===== config.mk =====
export PLATFORM = sky130hd
export DESIGN_NAME = aux_led_sink_blink_control
export DESIGN_NICKNAME = d
export VERILOG_FILES = /design/src/design/aux_sink_pkg.sv /design/src/design/aux_led_sink_blink_control.sv /design/src/design/aux_sink_channel.sv
export SDC_FILE = /design/constraint.sdc
export NUM_CORES = 1
export LEC_CHECK = 0
export ABC_AREA = 1
export ABC_CLOCK_PERIOD_IN_PS = 7850
export BUFFER_PORTS_ARGS = -buffer_cell sky130_fd_sc_hd__buf_4
export CORE_MARGIN = 10
export CORE_UTILIZATION = 25
export CTS_CLUSTER_DIAMETER = 30
export DETAILED_ROUTE_END_ITERATION = 6
export PLACE_DENSITY_LB_ADDON = 0.3
export SETUP_SLACK_MARGIN = 0.3
export SKIP_LAST_GASP = 1
export SLEW_MARGIN = 20
export SYNTH_ARGS = -nofsm -noshare
export SYNTH_HDL_FRONTEND = slang
export SYNTH_HIERARCHICAL = 1
export SYNTH_SLANG_ARGS = --single-unit

===== constraint.sdc =====
create_clock -name CLK_SYS -period 7.85 [get_ports CLK_SYS]
set_input_delay 0.3925 -clock CLK_SYS [delete_from_list [all_inputs] [get_ports CLK_SYS]]
set_output_delay 0.3925 -clock CLK_SYS [all_outputs]
set_load 0.005 [all_outputs]

===== src/design/aux_sink_pkg.sv =====
package aux_sink_pkg;

  // Clock and timebase
  localparam int CLK_PERIOD_NS = 100;
  localparam int TIMEBASE_NS = 1000000;
  localparam int TICK_CYCLES_DEF = (TIMEBASE_NS + CLK_PERIOD_NS - 1) / CLK_PERIOD_NS;

  // Widths
  localparam int ADDR_W = 8;
  localparam int DATA_W = 8;
  localparam int SINKS = 3;
  localparam int CODE_W = 6;
  localparam int MS_W = 13;
  localparam int FRAC_W = 7;

  // Register offsets
  localparam logic [7:0] ADDR_CONTROL = 8'h11;
  localparam logic [7:0] ADDR_TIMERS = 8'h12;
  localparam logic [7:0] ADDR_FADE = 8'h13;
  localparam logic [7:0] ADDR_CUR0 = 8'h14;

  // Field positions
  localparam int LAW_BIT = 3;
  localparam int EN_LSB = 0;
  localparam int ONT_LSB = 6;
  localparam int OFFT_LSB = 0;
  localparam int OFFT_STRIDE = 2;
  localparam int FO_LSB = 4;
  localparam int FI_LSB = 0;
  localparam int CUR_LSB = 0;

  // Writable masks, reserved bits read as zero
  localparam logic [7:0] CONTROL_MASK = 8'h0f;
  localparam logic [7:0] CUR_MASK = 8'h3f;

  // Reset values
  localparam logic [7:0] RST_CONTROL = 8'h00;
  localparam logic [7:0] RST_TIMERS = 8'h00;
  localparam logic [7:0] RST_FADE = 8'h00;
  localparam logic [7:0] RST_CUR = 8'h00;
  localparam logic [7:0] RDATA_UNMAPPED = 8'h00;

  // Fade fraction full scale
  localparam logic [FRAC_W-1:0] FRAC_FULL = 7'h40;

  // Durations in milliseconds, indexed by field code
  localparam logic [MS_W-1:0] ON_MS [4] = '{13'd200, 13'd600, 13'd800, 13'd1200};
  localparam logic [MS_W-1:0] OFF_MS [4] = '{13'd0, 13'd600, 13'd800, 13'd1200};
  localparam logic [MS_W-1:0] FADE_MS [16] = '{
    13'd0, 13'd300, 13'd600, 13'd900, 13'd1200, 13'd1500, 13'd1800, 13'd2100,
    13'd2400, 13'd2700, 13'd3000, 13'd3500, 13'd4000, 13'd4500, 13'd5000, 13'd5500};

  // Register port request
  typedef struct packed {
    logic [ADDR_W-1:0] addr;
    logic [DATA_W-1:0] wdata;
    logic wr;
    logic rd;
  } reg_req_t;

  // Per-sink timing, in milliseconds
  typedef struct packed {
    logic [MS_W-1:0] on_ms;
    logic [MS_W-1:0] off_ms;
    logic [MS_W-1:0] fi_ms;
    logic [MS_W-1:0] fo_ms;
  } blink_cfg_t;

endpackage


===== src/design/aux_led_sink_blink_control.sv =====
`timescale 1ns/1ps
// Notes on behaviour
// One control bit picks linear (0) or square (1) fade law for all sinks.
// Low three control bits enable sinks 0 to 2; zero keeps a sink off.
// Shared two-bit on-time: 0.2, 0.6, 0.8 or 1.2 seconds lit.
// Sink 2 off-time in bits 5:4; zero means always lit, else 0.6/0.8/1.2 s.
// Sink 1 off-time field, same coding; zero keeps the sink lit.
// Sink 0 off-time in bits 1:0; zero keeps lit, else 0.6/0.8/1.2 s.
// Enabled sink with nonzero off-time alternates lit and dark phases.
// Host sets fade times before enabling; code zero disables fading.
// Each sink takes its target current from its own six-bit code.
// Phase timers run on a fixed timebase; lit phase restarts on enable.
module aux_led_sink_blink_control
  import aux_sink_pkg::*;
#(
  parameter int TICK_CYCLES = TICK_CYCLES_DEF
) (
  input wire logic CLK_SYS, // 10 MHz system clock
  input wire logic RST_N, // Async reset, active low
  input wire reg_req_t REG_REQ, // Register port request
  output logic [DATA_W-1:0] REG_RDATA, // Read data
  output logic REG_RVALID, // Read data valid pulse
  output logic [SINKS-1:0] SINK_LIT, // Sinks in lit phase
  output logic [SINKS-1:0][CODE_W-1:0] SINK_CURRENT // Present sink codes
);

  logic [DATA_W-1:0] control_reg;
  logic [DATA_W-1:0] timers_reg;
  logic [DATA_W-1:0] fade_reg;
  logic [DATA_W-1:0] cur_reg [SINKS];
  logic [DATA_W-1:0] rdata_reg;
  logic rvalid_reg;
  logic [DATA_W-1:0] rdata_next;
  logic [$clog2(TICK_CYCLES)-1:0] div_reg;
  logic tick_reg;
  logic [SINKS-1:0] lit_w;
  logic [FRAC_W-1:0] frac_w [SINKS];
  logic [SINKS-1:0][CODE_W-1:0] current_reg;
  logic law_square;

  // Index of a current register, or SINKS when the address is elsewhere
  function automatic int cur_index(input logic [ADDR_W-1:0] a);
    int idx;
    idx = SINKS;
    for (int k = 0; k < SINKS; k++) begin
      if (a == ADDR_CUR0 + ADDR_W'(k)) begin
        idx = k;
      end
    end
    return idx;
  endfunction

  // Code scaled by fade fraction under the selected law
  function automatic logic [CODE_W-1:0] scale(input logic [CODE_W-1:0] code,
                                              input logic [FRAC_W-1:0] f,
                                              input logic sq);
    logic [19:0] prod;
    prod = 20'h00000;
    if (sq) begin
      prod = 20'(code) * 20'(f) * 20'(f);
      return prod[17:12];
    end else begin
      prod = 20'(code) * 20'(f);
      return prod[11:6];
    end
  endfunction

  // Control register write
  always_ff @(posedge CLK_SYS or negedge RST_N) begin
    if (!RST_N) begin
      control_reg <= RST_CONTROL;
    end else if (REG_REQ.wr && REG_REQ.addr == ADDR_CONTROL) begin
      control_reg <= REG_REQ.wdata & CONTROL_MASK;
    end
  end

  // On and off timer register write
  always_ff @(posedge CLK_SYS or negedge RST_N) begin
    if (!RST_N) begin
      timers_reg <= RST_TIMERS;
    end else if (REG_REQ.wr && REG_REQ.addr == ADDR_TIMERS) begin
      timers_reg <= REG_REQ.wdata;
    end
  end

  // Fade timer register write
  always_ff @(posedge CLK_SYS or negedge RST_N) begin
    if (!RST_N) begin
      fade_reg <= RST_FADE;
    end else if (REG_REQ.wr && REG_REQ.addr == ADDR_FADE) begin
      fade_reg <= REG_REQ.wdata;
    end
  end

  // Per-sink current code writes
  always_ff @(posedge CLK_SYS or negedge RST_N) begin
    if (!RST_N) begin
      for (int k = 0; k < SINKS; k++) begin
        cur_reg[k] <= RST_CUR;
      end
    end else if (REG_REQ.wr && cur_index(REG_REQ.addr) < SINKS) begin
      cur_reg[cur_index(REG_REQ.addr)] <= REG_REQ.wdata & CUR_MASK;
    end
  end

  // Read mux; unmapped addresses read as zero
  always_comb begin
    rdata_next = RDATA_UNMAPPED;
    case (REG_REQ.addr)
      ADDR_CONTROL: rdata_next = control_reg;
      ADDR_TIMERS: rdata_next = timers_reg;
      ADDR_FADE: rdata_next = fade_reg;
      default: begin
        if (cur_index(REG_REQ.addr) < SINKS) begin
          rdata_next = cur_reg[cur_index(REG_REQ.addr)];
        end
      end
    endcase
  end

  // Registered read answer, one cycle after the strobe
  always_ff @(posedge CLK_SYS or negedge RST_N) begin
    if (!RST_N) begin
      rdata_reg <= '0;
      rvalid_reg <= 1'b0;
    end else begin
      rvalid_reg <= REG_REQ.rd;
      if (REG_REQ.rd) begin
        rdata_reg <= rdata_next;
      end
    end
  end

  // Millisecond timebase; free running so all sinks share one grid
  always_ff @(posedge CLK_SYS or negedge RST_N) begin
    if (!RST_N) begin
      div_reg <= '0;
      tick_reg <= 1'b0;
    end else if (div_reg == ($clog2(TICK_CYCLES))'(TICK_CYCLES - 1)) begin
      div_reg <= '0;
      tick_reg <= 1'b1;
    end else begin
      div_reg <= div_reg + 1'b1;
      tick_reg <= 1'b0;
    end
  end

  assign law_square = control_reg[LAW_BIT];

  // One channel per sink, durations decoded from the shared fields
  for (genvar g = 0; g < SINKS; g++) begin : g_sink
    blink_cfg_t cfg;
    assign cfg.on_ms = ON_MS[timers_reg[ONT_LSB +: 2]];
    assign cfg.off_ms = OFF_MS[timers_reg[OFFT_LSB + OFFT_STRIDE*g +: 2]];
    assign cfg.fi_ms = FADE_MS[fade_reg[FI_LSB +: 4]];
    assign cfg.fo_ms = FADE_MS[fade_reg[FO_LSB +: 4]];
    aux_sink_channel u_chan (
      .clk(CLK_SYS),
      .rst_n(RST_N),
      .tick(tick_reg),
      .enable(control_reg[EN_LSB + g]),
      .cfg(cfg),
      .lit(lit_w[g]),
      .frac(frac_w[g])
    );
  end

  // Output current codes, registered; zero whenever the fade is at rest off
  always_ff @(posedge CLK_SYS or negedge RST_N) begin
    if (!RST_N) begin
      current_reg <= '0;
    end else begin
      for (int k = 0; k < SINKS; k++) begin
        current_reg[k] <= scale(cur_reg[k][CUR_LSB +: CODE_W], frac_w[k], law_square);
      end
    end
  end

  assign REG_RDATA = rdata_reg;
  assign REG_RVALID = rvalid_reg;
  assign SINK_LIT = lit_w;
  assign SINK_CURRENT = current_reg;

endmodule


===== src/design/aux_sink_channel.sv =====
`timescale 1ns/1ps
module aux_sink_channel
  import aux_sink_pkg::*;
(
  input wire logic clk, // System clock
  input wire logic rst_n, // Async reset, active low
  input wire logic tick, // One-cycle millisecond pulse
  input wire logic enable, // Sink enable bit
  input wire blink_cfg_t cfg, // Decoded durations
  output logic lit, // Sink in lit phase
  output logic [FRAC_W-1:0] frac // Fade fraction, 0 to full
);

  typedef enum logic [1:0] {S_IDLE, S_LIT, S_DARK} phase_t;

  phase_t state_reg;
  logic [MS_W-1:0] cnt_reg;
  logic [MS_W-1:0] acc_reg;
  logic [FRAC_W-1:0] frac_reg;
  logic up_reg;
  logic [MS_W-1:0] cnt_next;
  logic target_up;
  logic [MS_W-1:0] fade_ms;
  logic [MS_W-1:0] acc_sum;

  assign cnt_next = cnt_reg + 13'h0001;

  // Blink phase sequencing; the lit phase restarts on every enable
  always_ff @(posedge clk or negedge rst_n) begin
    if (!rst_n) begin
      state_reg <= S_IDLE;
      cnt_reg <= '0;
    end else begin
      case (state_reg)
        S_IDLE: begin
          if (enable) begin
            state_reg <= S_LIT;
            cnt_reg <= '0;
          end
        end
        S_LIT: begin
          if (!enable) begin
            state_reg <= S_IDLE;
          end else if (cfg.off_ms == '0) begin
            cnt_reg <= '0; // Blink timer off: stays lit
          end else if (tick) begin
            if (cnt_next >= cfg.on_ms) begin
              state_reg <= S_DARK;
              cnt_reg <= '0;
            end else begin
              cnt_reg <= cnt_next;
            end
          end
        end
        S_DARK: begin
          if (!enable) begin
            state_reg <= S_IDLE;
          end else if (cfg.off_ms == '0) begin
            state_reg <= S_LIT; // Timer disabled mid-dark
            cnt_reg <= '0;
          end else if (tick) begin
            if (cnt_next >= cfg.off_ms) begin
              state_reg <= S_LIT;
              cnt_reg <= '0;
            end else begin
              cnt_reg <= cnt_next;
            end
          end
        end
        default: begin
          state_reg <= S_IDLE;
          cnt_reg <= '0;
        end
      endcase
    end
  end

  assign target_up = (state_reg == S_LIT);
  assign fade_ms = target_up ? cfg.fi_ms : cfg.fo_ms;
  assign acc_sum = acc_reg + {6'h00, FRAC_FULL};

  // Fade ramp: accumulator spreads full scale evenly over the fade time
  always_ff @(posedge clk or negedge rst_n) begin
    if (!rst_n) begin
      frac_reg <= '0;
      acc_reg <= '0;
      up_reg <= 1'b0;
    end else begin
      up_reg <= target_up;
      if (up_reg != target_up) begin
        acc_reg <= '0; // Fresh ramp on direction change
      end else if (fade_ms == '0) begin
        frac_reg <= target_up ? FRAC_FULL : '0; // Fading disabled: step at once
        acc_reg <= '0;
      end else if (tick && (target_up ? (frac_reg != FRAC_FULL) : (frac_reg != '0))) begin
        if (acc_sum >= fade_ms) begin
          acc_reg <= acc_sum - fade_ms;
          frac_reg <= target_up ? frac_reg + 7'h01 : frac_reg - 7'h01;
        end else begin
          acc_reg <= acc_sum;
        end
      end
    end
  end

  assign lit = target_up;
  assign frac = frac_reg;

endmodule


==> Yosys cells after proc, flatten, opt, wreduce, memory -nomap -nowiden <==
Memory sizes are Yosys's and may differ from the RTL's.
Index checks and enable logic that the tools add are counted.
{ "totals": {"mem_bits_ro": 416, "ff_bits": 194, "output_inout_bits": 30, "wordCells": 300, "memories": 2, "inputBits": 20} }
{ "memory_table": {"columns": ["name", "words", "word_bits", "rd", "rd_ports_with_merged_regs", "write_ports", "line", "rtl"], "rows": [
  ["(name not given)", 16, 13, 1, 0, 0, "aux_led_sink_blink_control.sv:156", "assign cfg.fo_ms = FADE_MS[fade_reg[FO_LSB +: 4]];"],
  ["(name not given)", 16, 13, 1, 0, 0, "aux_led_sink_blink_control.sv:155", "assign cfg.fi_ms = FADE_MS[fade_reg[FI_LSB +: 4]];"]
]} }
{ "classes": {"n_eq_ne": 49, "multipliers": 6, "add_sub_neg": 16, "n_bitwise": 11, "n_lt_le_gt_ge": 20, "n_reduce_logical": 39, "n_mux": 129} }
{ "ops": {"columns": ["op", "count"], "rows": [
  ["$mux W13", 54],
  ["$mux W32", 6],
  ["$ge A13 B13 Y1", 9],
  ["$pmux W13 S3", 3],
  ["$mux W7", 15],
  ["$bmux W13 S2", 4],
  ["$logic_not A13 Y1", 6],
  ["$ge A32 B3 Y1 const B", 2],
  ["$lt A32 B3 Y1 const B", 2],
  ["$not A32 Y32", 2],
  ["$mux W2", 28],
  ["$mul A13 B7 Y18", 3],
  ["$eq A8 B5 Y1 const B", 6],
  ["$add A13 B1 Y13 const B", 3],
  ["$add A13 B7 Y13 const B", 3],
  ["$mul A6 B7 Y13", 3],
  ["$sub A13 B13 Y13", 3],
  ["$ne A3 B3 Y1 const B", 12],
  ["$lt A32 B1 Y1 const B", 1],
  ["$mux W8", 4],
  ["$bwmux W24", 1],
  ["$pmux W8 S3", 1],
  ["$add A7 B1 Y7 const B", 3],
  ["$ne A7 B7 Y1 const B", 3],
  ["30 further kinds", 93]
]} }

==> Logic depth before layout (Yosys ltp) <==
Gate-level depths: netlist (run 1).
{ "depth": {"ltp_word": 14, "depth_mapped": 39} }

==> By module <==
The synthesis (run 1) kept the hierarchy.
{ "modules_own_cells": {"columns": ["module", "cells_per_inst", "area_per_inst_um2", "instances", "seq_area_each_um2"], "rows": [
  ["aux_led_sink_blink_control", 2148, 15761.4, 1, 2001.9],
  ["aux_sink_channel (g_sink[0].u_chan ...)", 687, 4250.3, 2, 900.9],
  ["aux_sink_channel (g_sink[2].u_chan)", 650, 4212.8, 1, 900.9]
]} }

==> Least setup slack after synthesis (run 1) <==
No wires, ideal clock.
{ "synth_timing": {"path_type": "reg2reg", "startpoint": "register g_sink[2].u_chan.frac_reg[0]", "endpoint": "register current_reg (netlist bit SINK_CURRENT[15])", "setup_time_ns": 0.130, "stages_incl_launch_ff": 31, "setup_slack_ns": 0.699, "t_arrival_ns": 7.021, "required_time_ns": 7.720, "path_cell_list": "dfrtp_1 buf_4 clkbuf_1 nand2_1 fa_1 fa_1 fa_1 inv_1 ha_1 nand2_1 nand2_1 a31o_2 xnor2_1 nor2_1 fa_1 fa_1 fa_1 inv_1 fa_1 inv_1 ha_1 a21oi_1 nand2_1 a21o_1 a21oi_1 nand2_1 nand2_1 nand2_1 xor2_1 nand2_1 o21ai_1"} }
{ "synth_between": {"elab_chain_len": 3} }
{ "synth_rtl": {"columns": ["item", "line", "rtl"], "rows": [
  ["start, declared", "aux_sink_channel.sv:19", "logic [FRAC_W-1:0] frac_reg;"],
  ["start signal, assigned", "aux_sink_channel.sv:93", "frac_reg <= target_up ? FRAC_FULL : '0;"],
  ["start signal, assigned", "aux_sink_channel.sv:98", "frac_reg <= target_up ? frac_reg + 7'h01 : frac_reg - 7'h01;"],
  ["$mul A6 B7 Y13", "aux_led_sink_blink_control.sv:63", "prod = 20'(code) * 20'(f);"],
  ["$mul A13 B7 Y18", "aux_led_sink_blink_control.sv:60", "prod = 20'(code) * 20'(f) * 20'(f);"],
  ["$mux W6 (*)", "aux_led_sink_blink_control.sv:59", "if (sq) begin"],
  ["end signal, assigned by index", "aux_led_sink_blink_control.sv:174", "current_reg[k] <= scale(cur_reg[k][CUR_LSB +: CODE_W], frac_w[k], law_square);"],
  ["end, declared", "aux_led_sink_blink_control.sv:38", "logic [SINKS-1:0][CODE_W-1:0] current_reg;"]
]} }
Mark *: on every way between the ends. The rest lies on a longest branch, timed or not.
A chain may end at the register's enable or synchronous reset.

==> Final worst setup path (run 1) <==
{ "layout_timing": {"startpoint": "register g_sink[0].u_chan.frac_reg[1]", "endpoint": "register current_reg (netlist bit SINK_CURRENT[0])"} }
{ "layout_between": {"elab_chain_len": 3} }
{ "layout_rtl": {"columns": ["item", "line"], "rows": [
  ["start, declared", "aux_sink_channel.sv:19"],
  ["start signal, assigned", "aux_sink_channel.sv:93"],
  ["start signal, assigned", "aux_sink_channel.sv:98"],
  ["$mul A6 B7 Y13", "aux_led_sink_blink_control.sv:63"],
  ["$mul A13 B7 Y18", "aux_led_sink_blink_control.sv:60"],
  ["$mux W6 (*)", "aux_led_sink_blink_control.sv:59"]
]} }
Marks and branches as above.

==> metrics, run 1 <==
#FFs+latches synth=between 150 and 200; Worst Reg-to-Reg Cells=28; initial drt markers=around 1400; gr ovfl total=0; first-pass GRT wire length=126 mm; clk_lat worst skew=around 530 ps; initial antenna violation count=2; Top Usage Layer GRT=met2; Bufs and invs on worst path=6; Final Skew=around 26 ps; Syn Std Cell Area=0.0285 mm2; Synth area leader=dfrtp_1; reg2reg end=SINK_CURRENT[0]; Worst path slowest cell=fa_1; CP Max Fanout=6; Core Util, Final=0.281; RSZ-0062 raised after global routing=no; routed vias=25000; number of synthesized flops with an enable pin=0; critical path depth=28; Final ANT Viol Nets=0; largest net degree at the start of global routing=90; Gate Count Post-Synth=4172; Yosys top cell area share=0.165; final hold violation count=0; CTS H-tree depth=4; clk buf depth=2; Core ar.=0.113 mm2; synth cell count leaders=1245 x nand2_1, 838 x inv_1, 410 x nor2_1, 324 x ha_1, 225 x fa_1; HP Class=in -> reg; DP HPWL=61.4 mm; WL/cell=13.0 um; CP top delay family=adder cells; Synth async-reset ratio=1.00; post-route DRC violation count=0; Clock transition at path regs=90 ps; Max VDD drop=0.000223 V; worst setup margin=around 730 ps; port bufs=49; leakage=between 15 and 20 nW; Layout fillers=roughly 12000; Avg Vias per Cell=4.32; setup slack, reg-to-reg=730 ps; ys flop type=dfrtp_1; DRT Wirelength=75.4 mm; M3 GR Usage=0.0221; CP max stage delay=approximately 540 ps; status=finished clean; Die Y=357 um; most frequent CP cell=fa_1; sequential share of the synthesized area=0.165; fin. max-slew vios=0; Ys Warns=6; worst slack, placed=approximately 420 ps; Max-slew headroom=0.461; synthesized area per cell=6.83 um2; First-pass DRT Iterations=6; M2 GR Usage=0.200; I/O pin count=50; layout cells sized above 1=0.0738; fmax=around 140 MHz; ranking of synthesized cells by area=dfrtp_1 17%, nand2_1 16%, fa_1 16%; die width=357 um; Worst setup endpoint=SINK_CURRENT[0]; PwrDens=196 mW/mm2; hold slack final=199 ps; reg2reg start=g_sink[0].u_chan/frac[1]; TNS Setup=0 ps; Setup-failing EPs final=0; crit path time final=7120 ps; worst path arrival time=7500 ps; critical setup path kind=reg -> reg; Setup crit start=g_sink[0].u_chan/frac[1]; area growth from synthesis to layout=11.2%; crit end category=flop; Nets=4838; critical path startpoint category=flop; worst path required time=8230 ps; Die Area=0.128 mm2; hold path startpoint=REG_REQ[8]; GR Util met1=0.159; CTS tree=done; Final period util=0.907; post-synthesis cell type count=62; vias in the first global route=24800; Max Cap Viol=0; initial core utilization=0.252; CTS buffer count=17; Worst-Margin Slew=808 ps; most common cell in the synthesized netlist=nand2_1; Pwr Total=a little over 6 mW; gr usage total=0.121; GPL Wtd Cong=0.849; Root Buffer=clkbuf_16; TritonCTS Sinks=188; Rows=between 100 and 150
[how the worst min path moves through the flow]
| stage | cells after the start | end | slack, ps |
|---|---|---|---|
| final | 3 | timers_reg[6] | 200 |
| after detailed placement | 1 | div_reg[0] | 460 |
| after floorplan | 0 | REG_RDATA[0] | 100 |
| after global routing | 3 | timers_reg[6] | 220 |
| after global placement | 1 | div_reg[0] | 450 |
| after CTS | 3 | timers_reg[6] | 160 |
[layer usage]
layer | wire, um | up-vias
li1 | - | 12900
met1 | 36300 | 11600
met2 | 34000 | 392
met3 | 3400 | 76
met4 | 1670 | 2
met5 | 8 | -
[layout make-up]
cell class,count,area (um2),share of cell area
Multi-Input combinational cell,3096,20400,0.644
Sequential cell,188,4730,0.149
Tap cell,1500,1880,0.0593
Timing Repair Buffer,102,782,0.0247
Clock buffer,17,425,0.0134
Clock inverter,15,196,0.00620
Antenna cell,2,5.00,0.000158
Inverter,864,3250,0.103
[layout by cell type (no fill, tap or decap), types with 11 or more instances in the layout]
cell type,count
dfrtp_2,23
o21ai_1,45
buf_4,98
nand2_1,1245
ha_1,321
fa_1,225
nor3_1,16
a21oi_1,120
inv_2,27
clkbuf_16,17
o21bai_1,15
nand3_1,214
nand4_1,66
nand3_2,16
o21ai_0,72
nand2_2,27
nor2_2,17
a31oi_1,13
conb_1,53
o21ai_2,11
or2_2,13
inv_1,831
xor2_1,66
nand3b_1,11
dfrtp_1,165
nor2_1,407
xnor2_1,33
[worst register-to-register path, delay by kind of cell (launching register included)]
kind / cells / cell delay [ps]
buf+inv: 6 / 390
simple gates: 6 / 790
flops: 1 / 480
xor+xnor: 1 / 180
fa+ha+maj: 9 / 4220
compound gates: 6 / 900
[timing repair]
item | in CTS | in global routing
endpoints found under the setup margin | 0 | 18
hold buffers | 2 | 0
hold endpoints to repair | 88 | 0
resized for setup | 0 | 48
setup buffers | 0 | 16
[power breakdown]
part           switching, mW  internal [mW]  leakage (nW)
clock                  0.518          0.441         0.303
sequential             0.156           1.07          2.52
combinational           2.65           1.38          15.3
[cells by family after synthesis]
group / share of synthesized area
compound gates: 0.0627
xor+xnor: 0.0357
fa+ha+maj: 0.301
buf+inv: 0.128
flops: 0.165
other cells: 0.000132
simple gates: 0.308
[stage by stage]
stage          area, um2  std cells
2_1_floorplan      28700       4224
3_3_place_gp       30800       5732
3_5_place_dp       30800       5732
4_1_cts            31400       5766
5_1_grt            31700       5783
6_report           31700       5784
No activity file was read; power rests on OpenSTA's default activity.
==> run 2, diff against run 1 <==
--- a/config.mk
+++ b/config.mk
@@ -8,11 +8,10 @@
 export ABC_AREA = 1
 export ABC_CLOCK_PERIOD_IN_PS = 7850
 export BUFFER_PORTS_ARGS = -buffer_cell sky130_fd_sc_hd__buf_4
-export CORE_MARGIN = 10
 export CORE_UTILIZATION = 25
 export CTS_CLUSTER_DIAMETER = 30
 export DETAILED_ROUTE_END_ITERATION = 6
-export PLACE_DENSITY_LB_ADDON = 0.3
+export PLACE_DENSITY = 0.43
 export SETUP_SLACK_MARGIN = 0.3
 export SKIP_LAST_GASP = 1
 export SLEW_MARGIN = 20
==> metrics, run 2 (same netlist as run 1, synthesis figures left out) <==
CTS buffer count=17 (unchanged); Max VDD drop=0.000217 V (-2.5%); worst setup margin=706 ps (-25.7 ps); clk_lat worst skew=520 ps (about the same); gr ovfl total=0 (unchanged); Worst-Margin Slew=1090 ps (+282 ps); Rows=123 (unchanged); status=finished clean; CP max stage delay=540 ps (about the same); # diodes=0 (-2); Setup-failing EPs final=0 (unchanged); met2 wire len=36.8 mm (+8.3%); RSZ-0062 raised after global routing=no; Int Power=2.92 mW (+0.82%); routed vias=24700 (-1.1%); hold-critical path endpoint=REG_RVALID; TNS Setup=0 ps (unchanged); worst path required time=8250 ps (+20 ps); layout cells sized above 1=0.0735 (-0.000302); CP Max Fanout=7 (+1); Final ANT Viol Nets=0 (unchanged); Post-Place Cells=5737 (+0.087%); leakage=18.1 nW (+0.11%); Die Y=339 um (-5.0%); Routed met3 length=2.02 mm (-40%); final hold violation count=0 (unchanged); fmax=140 MHz (-0.36%); DP HPWL=65.7 mm (+7.0%); initial core utilization=0.253 (+0.000345); I/O pin count=50 (unchanged); PwrDens=199 mW/mm2 (+1.1%); setup slack, reg-to-reg=710 ps (-30 ps); vias in the first global route=24800 (+0.17%); power share of the sequential group=0.193 (-0.005); combinational share of power=0.653 (+0.005); fin. max-slew vios=0 (unchanged); initial drt markers=1126 (-20%); Max Cap Viol=0 (unchanged); clk buf depth=2 (unchanged); WL/cell=13.9 um (+6.4%); Final Non-Filler Cells=5786 (+0.035%); NetSw=3.37 mW (+1.4%); top routing layer in use=met4; Nets=4842 (+0.083%); Final period util=0.910 (+0.00327); most frequent CP cell=nand2_1; TritonCTS Sinks=188 (unchanged); most frequent cells in the layout=1242 x nand2_1, 831 x inv_1, 407 x nor2_1; worst slack, placed=477 ps (+55.0 ps); Clock transition at path regs=90 ps (about the same); commonest non-fill, non-tap cell in the layout=nand2_1; Max-slew headroom=0.273 (-0.188); switching part of the total=0.536 (+0.00137); Core ar.=0.113 mm2 (-0.14%); reg2reg start=cur_reg[5]; DRT Wirelength=80.2 mm (+6.4%); Die Area=0.115 mm2 (-9.8%); die width=339 um (-5.0%); worst path arrival time=7550 ps (+50 ps); post-route DRC violation count=0 (unchanged); first-pass GRT wire length=133 mm (+5.2%); Worst path slowest cell=fa_1; critical path startpoint category=flop; CTS tree=done; Avg Vias per Cell=4.27 (-1.2%); area growth from synthesis to layout=11.2% (about the same); clock network fraction of total power=0.154 (about the same); critical setup path kind=reg -> reg; crit path time final=7140 ps (+25.7 ps); gr usage total=0.143 (+0.0220); M1 wire length=40.4 mm (+12%); Worst Reg-to-Reg Cells=33 (+18%); crit end category=flop; HP Class=in -> reg; initial antenna violation count=0 (-2); port bufs=49 (unchanged); Root Buffer=clkbuf_16; largest net degree at the start of global routing=72 (-20%); CTS H-tree depth=4 (unchanged); hold path startpoint=REG_REQ[0]; reg2reg end=SINK_CURRENT[17]; GPL Wtd Cong=0.840 (-0.98%); hold path cells=1 (-2); First-pass DRT Iterations=5 (-1); Final Skew=27.7 ps (+1.27 ps)
run 2: power by group through the flow:
stage	logic, mW	clock network (mW)	registers [mW]
3_5_place_dp	4.12	0	1.24
5_1_grt	4.73	1.04	1.24
3_3_place_gp	4.11	0	1.23
4_1_cts	4.13	1.02	1.22
6_report	4.11	0.967	1.22
2_1_floorplan	3.07	0	1.19
run 2: worst max path at each step:
stage,slack [ps],depth (start not counted),startpoint,to
detailed placement,480,35,cur_reg[5],SINK_CURRENT[17]
global route,290,35,g_sink[2].u_chan/frac[3],SINK_CURRENT[17]
floorplan,700,30,g_sink[2].u_chan/frac[0],SINK_CURRENT[15]
finish,710,33,cur_reg[5],SINK_CURRENT[17]
CTS,470,35,cur_reg[5],SINK_CURRENT[17]
global placement,550,33,g_sink[0].u_chan/frac[2],SINK_CURRENT[5]
run 2: critical path: cells and delay by family (launching register included):
family                   cells  cell delay (ps)
adder cells (fa/ha/maj)      9             4180
AND/OR/NAND/NOR             14             1420
flip-flops                   1              460
AO/OA/AOI/OAI                3              430
buffers and inverters        6              350
XOR/XNOR                     1              170
run 2: per-stage QoR:
stage,total power [mW],util,cell area [um2],hold WS (ps)
4_1_cts,6.37,0.279,31400,82.8
5_1_grt,7.01,0.281,31700,82.3
3_5_place_dp,5.36,0.274,30800,443
6_report,6.29,0.281,31700,140
3_3_place_gp,5.35,0.274,30800,445
2_1_floorplan,4.26,-,28700,96.9
run 2: layout make-up:
cell class,instances,area [um2]
Fill cell,12600,81000
Timing Repair Buffer,106,806
Clock inverter,13,148
Multi-Input combinational cell,3096,20400
Sequential cell,188,4720
Clock buffer,19,443
Tap cell,1500,1880
Inverter,864,3250
run 2: what timing repair did:
action                                  CTS  global route
endpoints found under the hold margin    69             0
hold buffers                              1             0
endpoints found under the setup margin    0            18
gates resized for setup                   0            44
buffers inserted                          0            16
run 2: routing by layer:
layer / vias up / GRT usage
met5: - / 0
met4: 0 / 0.0239
met3: 48 / 0.0190
met2: 255 / 0.238
met1: 11500 / 0.197
li1: 12900 / -
==> run 3, diff against run 2 <==
--- a/config.mk
+++ b/config.mk
@@ -11,7 +11,9 @@
 export CORE_UTILIZATION = 25
 export CTS_CLUSTER_DIAMETER = 30
 export DETAILED_ROUTE_END_ITERATION = 6
+export GPL_TIMING_DRIVEN = 0
 export PLACE_DENSITY = 0.43
+export RECOVER_POWER = 100
 export SETUP_SLACK_MARGIN = 0.3
 export SKIP_LAST_GASP = 1
 export SLEW_MARGIN = 20
==> metrics, run 3 (same netlist as run 1, synthesis figures left out) <==
die width=339 um (unchanged); DP HPWL=66.1 mm (+0.66%); critical path startpoint category=flop; Layout fillers=12600 (+0.28%); Routed met3 length=2.59 mm (+28%); Max-slew headroom=-1.39 (-1.66); fmax=137 MHz (-1.8%); Max VDD drop=0.000170 V (-22%); CP max stage delay=560 ps (+20 ps); First-pass DRT Iterations=7 (+2); fin. max-slew vios=111 (+111); Nets=4927 (+1.8%); DRT Wirelength=82.0 mm (+2.2%); worst path required time=8240 ps (about the same); leakage=18.4 nW (+1.8%); routed vias=25300 (+2.3%); Die Area=0.115 mm2 (unchanged); Die Y=339 um (unchanged); clk buf depth=2 (unchanged); initial core utilization=0.253 (unchanged); first-pass GRT wire length=134 mm (+1.2%); PwrDens=202 mW/mm2 (+1.7%); gr usage total=0.146 (+0.00294); Root Buffer=clkbuf_16; Final Non-Filler Cells=5872 (+1.5%); Core Util, Final=0.289 (+0.00821); port bufs=49 (unchanged); WL/cell=14.0 um (+0.73%); most frequent CP cell=fa_1; GPL Wtd Cong=0.822 (-2.2%); critical setup path kind=reg -> reg; Max Cap Viol=2 (+2); vias in the first global route=25400 (+2.4%); CP Max Fanout=10 (+3); Clock transition at path regs=80 ps (about the same); crit end category=flop; initial antenna violation count=5 (+5); Final ANT Viol Nets=0 (unchanged); Post-Place Cells=5775 (+0.66%); final instance area=0.0326 mm2 (+2.9%); HP Class=in -> reg; Final period util=0.927 (+0.0169); RSZ-0062 raised after global routing=yes; most frequent cells in the layout=1240 x nand2_1, 832 x inv_1, 397 x nor2_1; area growth from synthesis to layout=14.4%; gr ovfl total=0 (unchanged); Storage cell area=0.00473 mm2 (about the same); Setup-failing EPs final=0 (unchanged); commonest non-fill, non-tap cell in the layout=nand2_1; status=finished, violations left; Worst-Margin Slew=3580 ps (+2490 ps); I/O pin count=50 (unchanged); CTS buffer count=17 (unchanged); crit path time final=7280 ps (+133 ps); Rows=123 (unchanged); Core ar.=0.113 mm2 (unchanged); Worst path slowest cell=fa_1; failing checks=capacitance limit, slew limit; M1 wire length=40.7 mm (+0.62%); clk_lat worst skew=520 ps (about the same); TritonCTS Sinks=188 (unchanged); Final Skew=19.5 ps (-8.21 ps); dpl cell area=0.0310 mm2 (+0.48%); top routing layer in use=met5; post-route DRC violation count=0 (unchanged); multi-input logic area=0.0207 mm2 (+1.5%); initial drt markers=1452 (+29%); layout cells sized above 1=0.0927 (+0.0192); CTS tree=done; worst path arrival time=7670 ps (+120 ps); CTS H-tree depth=4 (unchanged); largest net degree at the start of global routing=81 (+13%); setup slack, reg-to-reg=570 ps (-130 ps); Avg Vias per Cell=4.30 (+0.76%); Pwr Total=6.59 mW (+4.7%); met2 wire len=37.5 mm (+1.9%); final hold violation count=0 (unchanged)
## run 3: changes by cell type in the layout (fill, tap and decap cells not counted), moves of 8 or more
cell,delta
clkbuf_4,+34
buf_2,+10
o21ai_0,+16
o21ai_1,-15
ha_4,+10
nor2_2,+8
nor2_1,-10
buf_4,-11
buf_6,+12
clkbuf_1,+30
ha_1,-11
## run 3: repair_timing
action,4_1_cts,5_1_grt
resized for setup,122,117
pin swaps,11,39
setup buffers,23,41
hold endpoints to repair,50,0
hold buffers,1,0
endpoints found under the setup margin,18,18
## run 3: layout make-up
type                    count  share of cell area
clock buffers              19              0.0136
diodes                      2            0.000154
flip-flops and latches    188               0.145
well taps                1500              0.0576
clock inverters            12             0.00403
multi-input cells        3096               0.636
repair buffers            116              0.0264
plain buffers              75              0.0176
inverters                 864              0.0997
## run 3: path summary, 6_finish.rpt
kind,start,end,cells past startpoint
max,g_sink[1].u_chan/frac[3],SINK_CURRENT[11],32
min,REG_REQ[8],timers_reg[6],3
max reg2reg,g_sink[1].u_chan/frac[3],SINK_CURRENT[11],32
min reg2reg,div_reg[0],div_reg[0],1
max in group asynchronous,RST_N,g_sink[1].u_chan/frac[6],3
min in group asynchronous,RST_N,g_sink[1].u_chan/acc_reg[8],2
## run 3: critical path: cells and delay by family (launching register included)
kind,cells,cell delay [ps]
flip-flops,1,410
AO/OA/AOI/OAI,4,640
adder cells (fa/ha/maj),9,4350
AND/OR/NAND/NOR,12,1220
buffers and inverters,7,550
## run 3: metrics by stage
| stage | TNS, ps | hold WS, ps | setup WS [ps] |
|---|---|---|---|
| after floorplan | 0 | 96.9 | 699 |
| after global placement | -8550 | 459 | -923 |
| after detailed placement | -8000 | 366 | -796 |
| after CTS | 0 | 71.2 | 304 |
| after global routing | 0 | 184 | 132 |
| final | 0 | 186 | 574 |
## run 3: report_power, final
| group | internal [mW] | switching [mW] | total, mW |
|---|---|---|---|
| sequential | 1.08 | 0.119 | 1.20 |
| clock | 0.454 | 0.487 | 0.941 |
| combinational | 1.59 | 2.86 | 4.45 |
| total | 3.12 | 3.46 | 6.59 |
## run 3: per-layer routing
metal / GRT usage / vias to the layer above
met5: 0 / -
met4: 0.0314 / 6
met3: 0.0222 / 63
met2: 0.241 / 287
met1: 0.199 / 11800
li1: - / 13100
